## config.mk

```make
export PLATFORM = sky130hd
export DESIGN_NAME = pdp_pwm
export DESIGN_NICKNAME = d
export VERILOG_FILES = /design/src/rtl/pdp_pkg.sv /design/src/rtl/pdp_pwm.sv
export VERILOG_INCLUDE_DIRS = /design/src /design/src/rtl
export SDC_FILE = /design/constraint.sdc
export NUM_CORES = 1
export LEC_CHECK = 0
export BUFFER_PORTS_ARGS = -buffer_cell sky130_fd_sc_hd__buf_2
export CAP_MARGIN = 20
export CORE_MARGIN = 2
export CORE_UTILIZATION = 55
export DETAILED_ROUTE_END_ITERATION = 6
export PLACE_DENSITY = 0.81
export SLEW_MARGIN = 30
export SYNTH_ARGS = -nofsm -noshare
export SYNTH_HDL_FRONTEND = slang
export SYNTH_SLANG_ARGS = --single-unit
```

## constraint.sdc

```tcl
create_clock -name clk_i -period 7.25 [get_ports clk_i]
set_input_delay 0.725 -clock clk_i [delete_from_list [all_inputs] [get_ports clk_i]]
set_output_delay 0.725 -clock clk_i [all_outputs]
set_load 0.005 [all_outputs]
```

## src/rtl/pdp_map.svh

```systemverilog
`ifndef PDP_MAP_SVH
`define PDP_MAP_SVH

// ==========================================================
// register indices (byte address is four times the index)
`define PDP_IDX_CLK_CTRL 16'hFFD0
`define PDP_IDX_DUTY_UP 16'hFFD1
`define PDP_IDX_DUTY_LO 16'hFFD2
`define PDP_IDX_PORT_MODE 16'hFFD3
`define PDP_IDX_STATUS 16'hFFD4

// ==========================================================
// reset values and read-back patterns
`define PDP_RST_CLK_CTRL 8'hFE
`define PDP_RST_DUTY_UP 8'hC0
`define PDP_RST_DUTY_LO 8'h00
`define PDP_RST_DUTY 14'h0000
`define PDP_READ_ONES 8'hFF
`define PDP_UP_FILL 2'h3

// ==========================================================
// field positions
`define PDP_CLK_SEL_BIT 0
`define PDP_PIN_EN_BIT 0
`define PDP_ST_SEL_BIT 14
`define PDP_ST_PEND_BIT 15
`define PDP_ST_OUT_BIT 16
`define PDP_ST_PIN_BIT 17

// ==========================================================
// timing: system clock 100 MHz
`define PDP_CLK_PERIOD_NS 10
`define PDP_PERIOD_SEL0_CLKS 16384
`define PDP_PERIOD_SEL1_CLKS 32768
`define PDP_SUB_PULSES 64
`define PDP_HIGH_OFFSET 64

`endif

```

## src/rtl/pdp_pkg.sv

```systemverilog
package pdp_pkg;

    // ==========================================================
    // bus carriers
    localparam int unsigned PDP_ADR_W = 18;

    typedef struct packed {
        logic cyc;
        logic stb;
        logic we;
        logic [PDP_ADR_W-1:0] adr;
        logic [3:0] sel;
        logic [31:0] dat;
    } pdp_wb_req_t;

    typedef struct packed {
        logic ack;
        logic err;
        logic [31:0] dat;
    } pdp_wb_rsp_t;

    // ==========================================================
    // register selection
    typedef enum {
        PDP_SEL_NONE,
        PDP_SEL_CLK,
        PDP_SEL_UP,
        PDP_SEL_LO,
        PDP_SEL_PORT,
        PDP_SEL_STATUS
    } pdp_reg_sel_t;

endpackage

```

## src/rtl/pdp_pwm.sv

```systemverilog
// Function
// - select 0: period 16384 clocks, step one clock
// - select 1: period 32768 clocks, step two clocks
// - control resets to FE, bits 7..1 fixed one
// - clock select write-only, always reads one
// - duty is 14 bits, upper 6 plus lower 8
// - total high time is min(duty+64, 16384) steps
// - period split into 64 sub-pulses
// - upper write latches duty, applied at period start
// - duty registers write-only, read all ones
// - duty registers reset to C000, duty zero
// - drive waveform only while pin assigned
`timescale 1ns/10ps
`include "pdp_map.svh"

module pdp_pwm #(
    parameter int unsigned DUTY_W = 14,
    parameter int unsigned PULSE_W = 6
) (
    input wire logic clk_i,
    input wire logic rst_i,
    input wire pdp_pkg::pdp_wb_req_t wb_req_i,
    output pdp_pkg::pdp_wb_rsp_t wb_rsp_o,
    output logic pwm_o
);
    import pdp_pkg::*;

    localparam int unsigned SUB_W = DUTY_W - PULSE_W;
    localparam int unsigned PERIOD0 = `PDP_PERIOD_SEL0_CLKS;
    localparam int unsigned PERIOD1 = `PDP_PERIOD_SEL1_CLKS;

    // ==========================================================
    // elaboration checks
    initial begin
        if (DUTY_W != 14) begin
            $error("duty width must be 14");
        end
        if ((1 << PULSE_W) != `PDP_SUB_PULSES) begin
            $error("sub-pulse count must be 64");
        end
        if (PERIOD1 != 2 * PERIOD0) begin
            $error("period ratio must be two");
        end
    end

    // ==========================================================
    // functions
    function automatic logic adr_hit(
        input logic [PDP_ADR_W-1:0] adr,
        input logic [15:0] idx
    );
        logic [PDP_ADR_W-1:0] base;
        base = {idx, 2'b00};
        return adr == base;
    endfunction

    function automatic logic [PULSE_W-1:0] bit_rev(
        input logic [PULSE_W-1:0] v
    );
        logic [PULSE_W-1:0] r;
        r = '0;
        for (int i = 0; i < PULSE_W; i++) begin
            r[i] = v[PULSE_W-1-i];
        end
        return r;
    endfunction

    // ==========================================================
    // state
    logic clk_sel_r;
    logic pin_en_r;
    logic [7:0] duty_lo_r;
    logic [DUTY_W-1:0] staged_r;
    logic pend_r;
    logic [DUTY_W-1:0] gen_duty_r;
    logic pre_r;
    logic [DUTY_W-1:0] phase_r;
    pdp_wb_rsp_t rsp_r;
    logic out_r;

    logic req;
    logic wr_lane0;
    pdp_reg_sel_t reg_sel;
    logic tick;
    logic wrap;
    logic apply;
    logic wr_clk;
    logic wr_up;
    logic wr_lo;
    logic wr_port;
    logic [PULSE_W-1:0] pulse_idx;
    logic [SUB_W-1:0] sub_pos;
    logic [SUB_W+1:0] high_len;
    logic extra;
    logic out_nxt;
    logic [31:0] rd_nxt;

    assign wb_rsp_o = rsp_r;
    assign pwm_o = out_r;

    // ==========================================================
    // address decode
    assign req = wb_req_i.cyc & wb_req_i.stb & ~rsp_r.ack & ~rsp_r.err;
    assign wr_lane0 = req & wb_req_i.we & wb_req_i.sel[0];

    always_comb begin
        if (adr_hit(wb_req_i.adr, `PDP_IDX_CLK_CTRL)) begin
            reg_sel = PDP_SEL_CLK;
        end else if (adr_hit(wb_req_i.adr, `PDP_IDX_DUTY_UP)) begin
            reg_sel = PDP_SEL_UP;
        end else if (adr_hit(wb_req_i.adr, `PDP_IDX_DUTY_LO)) begin
            reg_sel = PDP_SEL_LO;
        end else if (adr_hit(wb_req_i.adr, `PDP_IDX_PORT_MODE)) begin
            reg_sel = PDP_SEL_PORT;
        end else if (adr_hit(wb_req_i.adr, `PDP_IDX_STATUS)) begin
            reg_sel = PDP_SEL_STATUS;
        end else begin
            reg_sel = PDP_SEL_NONE;
        end
    end

    assign wr_clk = wr_lane0 & (reg_sel == PDP_SEL_CLK);
    assign wr_up = wr_lane0 & (reg_sel == PDP_SEL_UP);
    assign wr_lo = wr_lane0 & (reg_sel == PDP_SEL_LO);
    assign wr_port = wr_lane0 & (reg_sel == PDP_SEL_PORT);

    // ==========================================================
    // read data
    always_comb begin
        rd_nxt = 32'h0000_0000;
        case (reg_sel)
            PDP_SEL_CLK: begin
                rd_nxt[7:0] = `PDP_READ_ONES;
            end
            PDP_SEL_UP: begin
                rd_nxt[7:0] = `PDP_READ_ONES;
            end
            PDP_SEL_LO: begin
                rd_nxt[7:0] = `PDP_READ_ONES;
            end
            PDP_SEL_PORT: begin
                rd_nxt[`PDP_PIN_EN_BIT] = pin_en_r;
            end
            PDP_SEL_STATUS: begin
                rd_nxt[DUTY_W-1:0] = gen_duty_r;
                rd_nxt[`PDP_ST_SEL_BIT] = clk_sel_r;
                rd_nxt[`PDP_ST_PEND_BIT] = pend_r;
                rd_nxt[`PDP_ST_OUT_BIT] = out_r;
                rd_nxt[`PDP_ST_PIN_BIT] = pin_en_r;
            end
            default: begin
                rd_nxt = 32'h0000_0000;
            end
        endcase
    end

    // ==========================================================
    // bus answer: one cycle after the request, dropped next cycle
    always_ff @(posedge clk_i) begin
        if (rst_i) begin
            rsp_r <= '0;
        end else begin
            rsp_r.ack <= req & (reg_sel != PDP_SEL_NONE);
            rsp_r.err <= req & (reg_sel == PDP_SEL_NONE);
            if (req & ~wb_req_i.we) begin
                rsp_r.dat <= rd_nxt;
            end else begin
                rsp_r.dat <= 32'h0000_0000;
            end
        end
    end

    // ==========================================================
    // clock control and pin routing
    always_ff @(posedge clk_i) begin
        if (rst_i) begin
            clk_sel_r <= 1'(`PDP_RST_CLK_CTRL >> `PDP_CLK_SEL_BIT);
        end else if (wr_clk) begin
            clk_sel_r <= wb_req_i.dat[`PDP_CLK_SEL_BIT];
        end
    end

    always_ff @(posedge clk_i) begin
        if (rst_i) begin
            pin_en_r <= 1'b0;
        end else if (wr_port) begin
            pin_en_r <= wb_req_i.dat[`PDP_PIN_EN_BIT];
        end
    end

    // ==========================================================
    // duty registers
    always_ff @(posedge clk_i) begin
        if (rst_i) begin
            duty_lo_r <= `PDP_RST_DUTY_LO;
        end else if (wr_lo) begin
            duty_lo_r <= wb_req_i.dat[7:0];
        end
    end

    // upper write takes the held lower byte with it
    always_ff @(posedge clk_i) begin
        if (rst_i) begin
            staged_r <= {6'(`PDP_RST_DUTY_UP & 8'h3F), `PDP_RST_DUTY_LO};
        end else if (wr_up) begin
            staged_r <= {wb_req_i.dat[5:0], duty_lo_r};
        end
    end

    // a write in the apply cycle keeps the pending flag set
    always_ff @(posedge clk_i) begin
        if (rst_i) begin
            pend_r <= 1'b0;
        end else if (wr_up) begin
            pend_r <= 1'b1;
        end else if (apply) begin
            pend_r <= 1'b0;
        end
    end

    always_ff @(posedge clk_i) begin
        if (rst_i) begin
            gen_duty_r <= `PDP_RST_DUTY;
        end else if (apply) begin
            gen_duty_r <= staged_r;
        end
    end

    // ==========================================================
    // time base: one step per input clock at select 0, per two clocks at select 1
    always_ff @(posedge clk_i) begin
        if (rst_i) begin
            pre_r <= 1'b0;
        end else if (clk_sel_r) begin
            pre_r <= ~pre_r;
        end else begin
            pre_r <= 1'b0;
        end
    end

    assign tick = ~clk_sel_r | pre_r;
    assign wrap = tick & (&phase_r);
    assign apply = wrap & pend_r;

    always_ff @(posedge clk_i) begin
        if (rst_i) begin
            phase_r <= '0;
        end else if (tick) begin
            phase_r <= phase_r + 1'b1;
        end
    end

    // ==========================================================
    // pulse division
    assign pulse_idx = phase_r[DUTY_W-1:SUB_W];
    assign sub_pos = phase_r[SUB_W-1:0];
    assign extra = bit_rev(pulse_idx) < gen_duty_r[PULSE_W-1:0];

    // each sub-pulse: base share plus one, plus one spread step where extra is set
    assign high_len = {2'b00, gen_duty_r[DUTY_W-1:PULSE_W]}
        + {{(SUB_W+1){1'b0}}, 1'b1}
        + {{(SUB_W+1){1'b0}}, extra};

    assign out_nxt = pin_en_r & ({2'b00, sub_pos} < high_len);

    always_ff @(posedge clk_i) begin
        if (rst_i) begin
            out_r <= 1'b0;
        end else begin
            out_r <= out_nxt;
        end
    end

endmodule

```

# Yosys cells after proc, flatten, opt, wreduce, memory -nomap -nowiden
# Index checks and enable logic that the tools add are counted.
op_classes:
  add_sub_neg: 3
  n_reduce_logical: 8
  eq_ne: 14
  muxes: 9
  order_cmp: 2
  bitwise: 23
ops:
  columns: ["op", "count"]
  rows:
  - ["$eq 32x3->1 const B", 4]
  - ["$eq 32x2->1 const B", 3]
  - ["$eq 18x18->1 const B", 5]
  - ["$eq 32x1->1 const B", 1]
  - ["$eq 32x4->1 const B", 1]
  - ["$logic_not 32->1", 1]
  - ["$reduce_bool 32->1", 1]
  - ["$and 1x1->1", 15]
  - ["$mux 3", 5]
  - ["$add 14x1->14 const B", 1]
  - ["$pmux 7 s2", 1]
  - ["$reduce_and 14->1", 1]
  - ["$add 9x1->10", 1]
  - ["$lt 8x10->1", 1]
  - ["$add 8x1->9 const B", 1]
  - ["$not 1->1", 7]
  - ["$lt 6x6->1", 1]
  - ["$reduce_or 3->1", 2]
  - ["$reduce_or 2->1", 2]
  - ["$pmux 1 s3", 1]
  - ["$mux 1", 2]
  - ["$reduce_bool 2->1", 1]
  - ["$or 1x1->1", 1]
word_totals:
  in_bits: 59
  ff_bits: 89
  elab_cells: 73
  output_inout_bits: 35

# Logic depth before layout (Yosys ltp)
# Gate-level depths: netlist of the first run.
depth:
  word_depth: 9
  depth_mapped: 16
  mapped_depth_nobuf: 16

# Least setup slack after synthesis of the first run
# OpenSTA, ideal clock, no wires.
synth_path:
  path_kind: "flip-flop to flip-flop"
  startpoint: "reg gen_duty_r[3]"
  endpoint: "reg out_r, in the netlist pwm_o"
  slack_ns: 4.677
  period_less_slack_ns: 2.573
  arrival_ns: 2.458
  required_ns: 7.135
  path_buffers: 0
  stages_incl_launch_ff: 17
  path_cell_list: "dfxtp_1 -> inv_1 -> ha_1 -> a21oi_1 -> o21ai_0 -> a31o_2 -> ha_1 -> inv_1 -> ha_1 -> nand2_1 -> nor2_1 -> xnor2_1 -> ha_1 -> nand4_1 -> a21o_1 -> a31oi_1 -> nor2_1"
synth_between:
  elab_chain_len: 4
synth_rtl:
  columns: ["item", "line_no", "rtl"]
  rows:
  - ["from (decl)", "pdp_pwm.sv:75", "logic [DUTY_W-1:0] gen_duty_r;"]
  - ["from (signal assigned)", "pdp_pwm.sv:223", "gen_duty_r <= `PDP_RST_DUTY;"]
  - ["from (signal assigned)", "pdp_pwm.sv:225", "gen_duty_r <= staged_r;"]
  - ["$lt 6x6->1", "pdp_pwm.sv:257", "assign extra = bit_rev(pulse_idx) < gen_duty_r[PULSE_W-1:0];"]
  - ["$add 9x1->10", "pdp_pwm.sv:262", "+ {{(SUB_W+1){1'b0}}, extra};"]
  - ["$lt 8x10->1", "pdp_pwm.sv:264", "assign out_nxt = pin_en_r & ({2'b00, sub_pos} < high_len);"]
  - ["$and 1x1->1", "pdp_pwm.sv:264", null]
  - ["to (signal assigned)", "pdp_pwm.sv:270", "out_r <= out_nxt;"]
  - ["to (decl)", "pdp_pwm.sv:79", "logic out_r;"]
# Every way passes these cells.
# A chain may end at the register's enable or synchronous reset.

# Final worst setup path of the first run
layout_path:
  startpoint: "reg gen_duty_r[1]"
  endpoint: "reg out_r, in the netlist pwm_o"
# Same word-level chain as after synthesis.

==> summary.txt, run 1 <==
Outcome - finished, final reports clean
Ys flop type - dfxtp_1
Mapped Avg Cell Area - 10.0 um2
Met1 Wirelength - 2990 um
Total die area - 0.00703 mm2
Gr usage total - 0.204
Final TNS setup - 0 ns
WL met3 - 253 um
Post-cts resize count - 0
Post-CTS Setup Repair Bufs - 0
Slew @ Worst Pin - 0.553 ns
EDFF count, synth - 0
Antenna fix cells - 0
Ys async rst share - 0
Cts bufs inserted - 9
Most frequent cell after synthesis - dfxtp_1
CP max-delay cell - dfxtp_1
Final setup viols - 0
Clock Sink Count - 75
Number of fill cells - 519
Worst slack, placed - 4.34 ns
CP Launch Type - flop
Fin. Hold Viols - 0
Synth area leaders - dfxtp_1 43%, mux2i_1 11%, nand2b_1 7.0%, ha_1 5.4%, buf_4 3.4%
Maximum root-to-sink buffer count - 2
Row cnt - 29
Skew final - 0.00859 ns
Crit path max fanout - 3
Number of warning messages in the yosys log - 0
Initial drt markers - 145
Layout Nets - 476
Share of cells above drive strength 1 - 0.209
Die Y - 83.8 um
Min-delay worst type - reg2reg
Leak - 1.74 nW
Worst-path clk slew - 0.07 ns
Vias/cell - 5.35
First-pass GRT wire length - 11500 um
Fmax - 0.336 GHz
Met2 routed WL - 3230 um
Cell Area, Synth - 0.00351 mm2
Largest net degree at the start of global routing - 67
CTS Hold Bufs - 0
H-tree levels - 3
Yosys top cell by area - dfxtp_1
Final GP Congestion - 0.827
Max-slew headroom - 0.628
Post-synth top cells - 75 x dfxtp_1, 39 x mux2i_1, 39 x nand2b_1
TritonCTS clock tree - built
Max-slew violation count - 0
DRT Pass-1 Iters - 4
Top sig layer - met4
Gate Count Post-Synth - 350
Reg2Reg Depth - 16
Crit share post-route - 0.411
Hold depth - 1
Port Buffers - 52
Register area - 0.00150 mm2
#FFs+latches synth - 75
Crit-path max cell delay - 0.33 ns
DRC viols - 0
Antenna Violating Nets Remaining - 0
CP dominant cell by count - ha_1
Root Buffer - clkbuf_8
Crit path kind - reg2reg
Minimum clock period - 2.98 ns
Crit-path cells - inv_1 > ha_1 > a21oi_1 > o21ai_0 > a31o_2 > ha_1 > inv_1 > ha_1 > nand2_1 > nor2_1 > xnor2_1 > ha_1 > nand4_1 > a21o_1 > a31oi_1 > nor2_1
Wire per inst - 13.6 um
DP HPWL - 4780 um
Vias - 2591
Post-Route WL - 6600 um
Clock latency on the worst-skew pair - 0.35 ns
WP data arrival - 3.21 ns
RSZ-0062 raised after global routing - no
Initial antenna violation count - 0
Sequential area share after synthesis - 0.428
CP required - 7.48 ns
IO Pins - 94
Multi-input logic area - 0.00181 mm2
Total global routing overflow - 0
Area grow syn2layout - 12.5%
Synth unique cells - 50
Slack of the critical path - 4.27 ns
Die Wd - 83.8 um
Vias in the first global route - 2492
Maximum vdd drop - 0.000137 V
Maximum Capacitance Violations - 0
Core Area - 0.00624 mm2
Cell Pwr Density - 194 mW/mm2
Area share of the largest cell type after synthesis - 0.428
Crit end category - flop
Starting Density - 0.562
metal layers:
layer  vias to the layer above  track usage
met2                        60        0.332
met1                      1224        0.259
li1                       1297            -
met4                         0       0.0909
met3                        10       0.0445
met5                         -            0
worst max-delay path, delay by kind of cell, from the launching register on:
| kind | cells | cell delay (ns) |
|---|---|---|
| and+or+nand+nor | 4 | 0.42 |
| adders and majority gates | 4 | 1.03 |
| DFF | 1 | 0.33 |
| buffers and inverters | 2 | 0.17 |
| AOI/OAI and AO/OA | 5 | 0.85 |
| xor gates and xnor gates | 1 | 0.09 |
cells in the final DEF, fill, tap and decap left out, types with 11 or more instances in the layout:
| cell type | count |
|---|---|
| nand2b_1 | 39 |
| nor2_1 | 14 |
| inv_1 | 12 |
| nand2_1 | 11 |
| buf_2 | 52 |
| o21ai_0 | 14 |
| a21oi_1 | 13 |
| conb_1 | 14 |
| mux2i_1 | 39 |
| ha_1 | 15 |
| dfxtp_1 | 75 |
cell type report:
type / count / area share
clock inverter: 5 / 0.0133
clock buffer: 11 / 0.0359
tap: 77 / 0.0244
multi-input combinational: 250 / 0.459
sequential: 75 / 0.381
inverter: 12 / 0.0114
timing repair buffer: 54 / 0.0749
cells by family after synthesis:
group           synth area share
simple gates               0.239
flops                      0.428
compound gates            0.0675
mux                        0.115
buf+inv                   0.0689
fa+ha+maj                 0.0535
xor+xnor                  0.0275
other cells              0.00107
registers in the layout, indices dropped and copies added (netlist names):
register    cells
wb_rsp_o       20
gen_duty_r     14
phase_r        14
staged_r       14
duty_lo_r       8
clk_sel_r       1
pend_r          1
pin_en_r        1
pre_r           1
pwm_o           1
stage by stage:
stage,hold WS [ns],power [mW],cells,area (um2),util
detailed placement,0.446,0.457,467,3720,0.596
global route,0.473,0.793,484,3940,0.632
CTS,0.462,0.768,483,3920,0.628
global placement,0.435,0.456,467,3720,0.596
floorplan,0.431,0.450,363,3550,-
finish,0.451,0.764,484,3940,0.632
power breakdown:
part           switching [mW]  total [mW]  internal [mW]  leakage [nW]
combinational          0.0173      0.0346         0.0173          1.03
sequential            0.00218       0.415          0.413         0.605
clock                   0.148       0.314          0.167        0.0991
path summary, 6_finish.rpt:
path                                            startpoint                      end  slack [ns]
worst max-delay path            gen_duty_r[1]$_SDFFE_PP0P_         pwm_o$_SDFF_PP0_        4.27
worst min-delay path                      pwm_o$_SDFF_PP0_  wb_rsp_o[16]$_SDFF_PP0_        0.45
worst max register to register  gen_duty_r[1]$_SDFFE_PP0P_         pwm_o$_SDFF_PP0_        4.27
worst min register to register            pwm_o$_SDFF_PP0_  wb_rsp_o[16]$_SDFF_PP0_        0.45
No activity file was read; power rests on OpenSTA's default activity.
==> run 2, diff against run 1 <==
- CORE_UTILIZATION: 55 -> 52
- PLACE_DENSITY: 0.81 -> 0.77
- clock period: 7.25 -> 2.8 ns (I/O delays scaled with it)
==> run 2 against run 1 <==
  * Global-route usage grew 0.27 points
  * Non-clock buffer count grew 8
  * Wire length grew 9.2%
  * Critical path type unchanged
  * Via count grew 1.1%
  * Sequential power grew to 2.6 times the previous value
  * Total power grew to 2.7 times the previous value
  * Utilization grew 0.49 points
  * Clock-buffer cell count grew 1
  * Clock skew shrank 0.00063 ns
==> summary.txt, run 2 (synthesis results as in run 1) <==
Cts bufs inserted - 9
Initial drt markers - 138
Wire per inst - 14.6 um
Worst-path clk slew - 0.08 ns
Starting Density - 0.546
Final TNS setup - 0 ns
Antenna fix cells - 0
Min-delay worst type - in2reg
CP max-delay cell - dfxtp_1
Worst hold slack - 0.187 ns
Share of cells above drive strength 1 - 0.258
Most frequent cells in the layout - 70 x dfxtp_1, 52 x buf_2, 39 x nand2b_1, 39 x mux2i_1
Max-slew violation count - 0
Layout Nets - 484
Minimum clock period - 2.65 ns
DRC viols - 0
First-pass GRT wire length - 11900 um
Die Y - 86.1 um
Total die area - 0.00741 mm2
Slew @ Worst Pin - 0.604 ns
Crit end category - flop
DP HPWL - 4900 um
Clock power frac - 0.442
Root Buffer - clkbuf_8
Crit path max-delay family - adder cells
Outcome - finished, final reports clean
WP data arrival - 2.89 ns
Total global routing overflow - 0
Switch Pwr - 0.445 mW
CP dominant cell by count - ha_4
Clock Sink Count - 75
Area grow syn2layout - 16.7%
Register area - 0.00151 mm2
CP Launch Type - flop
Gr usage total - 0.206
Post-Route WL - 7210 um
Pint - 1.64 mW
Leak - 1.79 nW
Cell Pwr Density - 510 mW/mm2
CTS Hold Bufs - 0
Final setup viols - 0
Seq pwr share - 0.516
Vias/cell - 5.32
Net switching fraction of the power - 0.213
Clock latency on the worst-skew pair - 0.35 ns
Antenna Violating Nets Remaining - 0
Max-slew headroom - 0.594
Final GP Congestion - 0.832
Row cnt - 29
Crit-path max cell delay - 0.41 ns
Non-Filler Instances - 492
Max reg flops - 20
Maximum Capacitance Violations - 0
Core Area - 0.00642 mm2
Combinational Power Share - 0.042
Crit path kind - reg2reg
CP required - 3.04 ns
Vias - 2619
Multi-input logic area - 0.00189 mm2
Fmax - 0.377 GHz
Maximum root-to-sink buffer count - 2
Largest net degree at the start of global routing - 66
Util after Layout - 0.637
TritonCTS clock tree - built
Fin. Hold Viols - 0
Crit path max fanout - 3
H-tree levels - 3
Commonest non-fill, non-tap cell in the layout - dfxtp_1
Port Buffers - 52
DRT Pass-1 Iters - 4
Initial antenna violation count - 0
Vias in the first global route - 2537
Number of fill cells - 529
IO Pins - 94
Skew final - 0.00795 ns
Buffers and inverters on the worst path - 1
Maximum vdd drop - 0.000408 V
Crit-path cells - ha_4 > a21oi_2 > o21ai_1 > a31o_2 > ha_4 > inv_2 > ha_4 > nand2_1 > nor2_1 > xnor2_1 > ha_1 > nand4_1 > a21o_1 > a31oi_1 > nor2_1
Dpl cells - 475
Crit share post-route - 0.948
RSZ-0062 raised after global routing - no
Die Wd - 86.1 um
[run 2: area by class of cell]
type / instances / area share
inverter: 12 / 0.0110
timing repair buffer: 62 / 0.0820
multi-input combinational: 250 / 0.461
clock inverter: 4 / 0.0180
sequential: 75 / 0.369
clock buffer: 12 / 0.0355
tap: 77 / 0.0236
[run 2: through the flow]
stage,setup slack (ns),total power [mW],cell area (um2)
6_report,0.147,2.08,4090
5_1_grt,0.00735,2.15,4090
4_1_cts,0.00400,2.10,4020
3_5_place_dp,-0.0744,1.19,3780
3_3_place_gp,0.00807,1.18,3780
2_1_floorplan,0.227,1.17,3550
[run 2: power by group through the flow]
stage	Sequential [mW]	Clock (mW)	Combinational [mW]
2_1_floorplan	1.10	0	0.0669
6_report	1.08	0.921	0.0877
5_1_grt	1.08	0.981	0.0980
3_3_place_gp	1.10	0	0.0823
4_1_cts	1.08	0.936	0.0865
3_5_place_dp	1.10	0	0.0860
[run 2: path summary, 6_finish.rpt]
kind                            startpoint                        end  slack, ns  cells past startpoint
setup / recovery  phase_r[12]$_SDFFE_PP0N_           pwm_o$_SDFF_PP0_       0.15                     15
hold / removal                 wb_req_i[7]  duty_lo_r[7]$_SDFFE_PP0P_       0.19                      3
setup reg to reg  phase_r[12]$_SDFFE_PP0N_           pwm_o$_SDFF_PP0_       0.15                     15
hold reg to reg        pend_r$_SDFFE_PP0P_    wb_rsp_o[15]$_SDFF_PP0_       0.45                      2
[run 2: worst reg2reg max path: cells and delay by family, from the launching register on]
family,cells,cell delay [ns]
flops,1,0.41
buf+inv,1,0.07
xor+xnor,1,0.10
compound gates,5,0.77
fa+ha+maj,4,0.83
simple gates,4,0.37
[run 2: per-layer routing]
layer  GRT usage  up-vias  routed length [um]
met5           0        -                   0
li1            -     1304                   -
met4      0.0664        0                  92
met3      0.0577        8                 272
met2       0.348       53                3640
met1       0.254     1254                3200
[run 2: what timing repair did]
action                                  in CTS  in global routing
resized for setup                            5                 13
pin swaps                                    1                  7
hold endpoints to repair                     0                  0
buffers inserted                             0                  1
endpoints found under the setup margin       1                  1
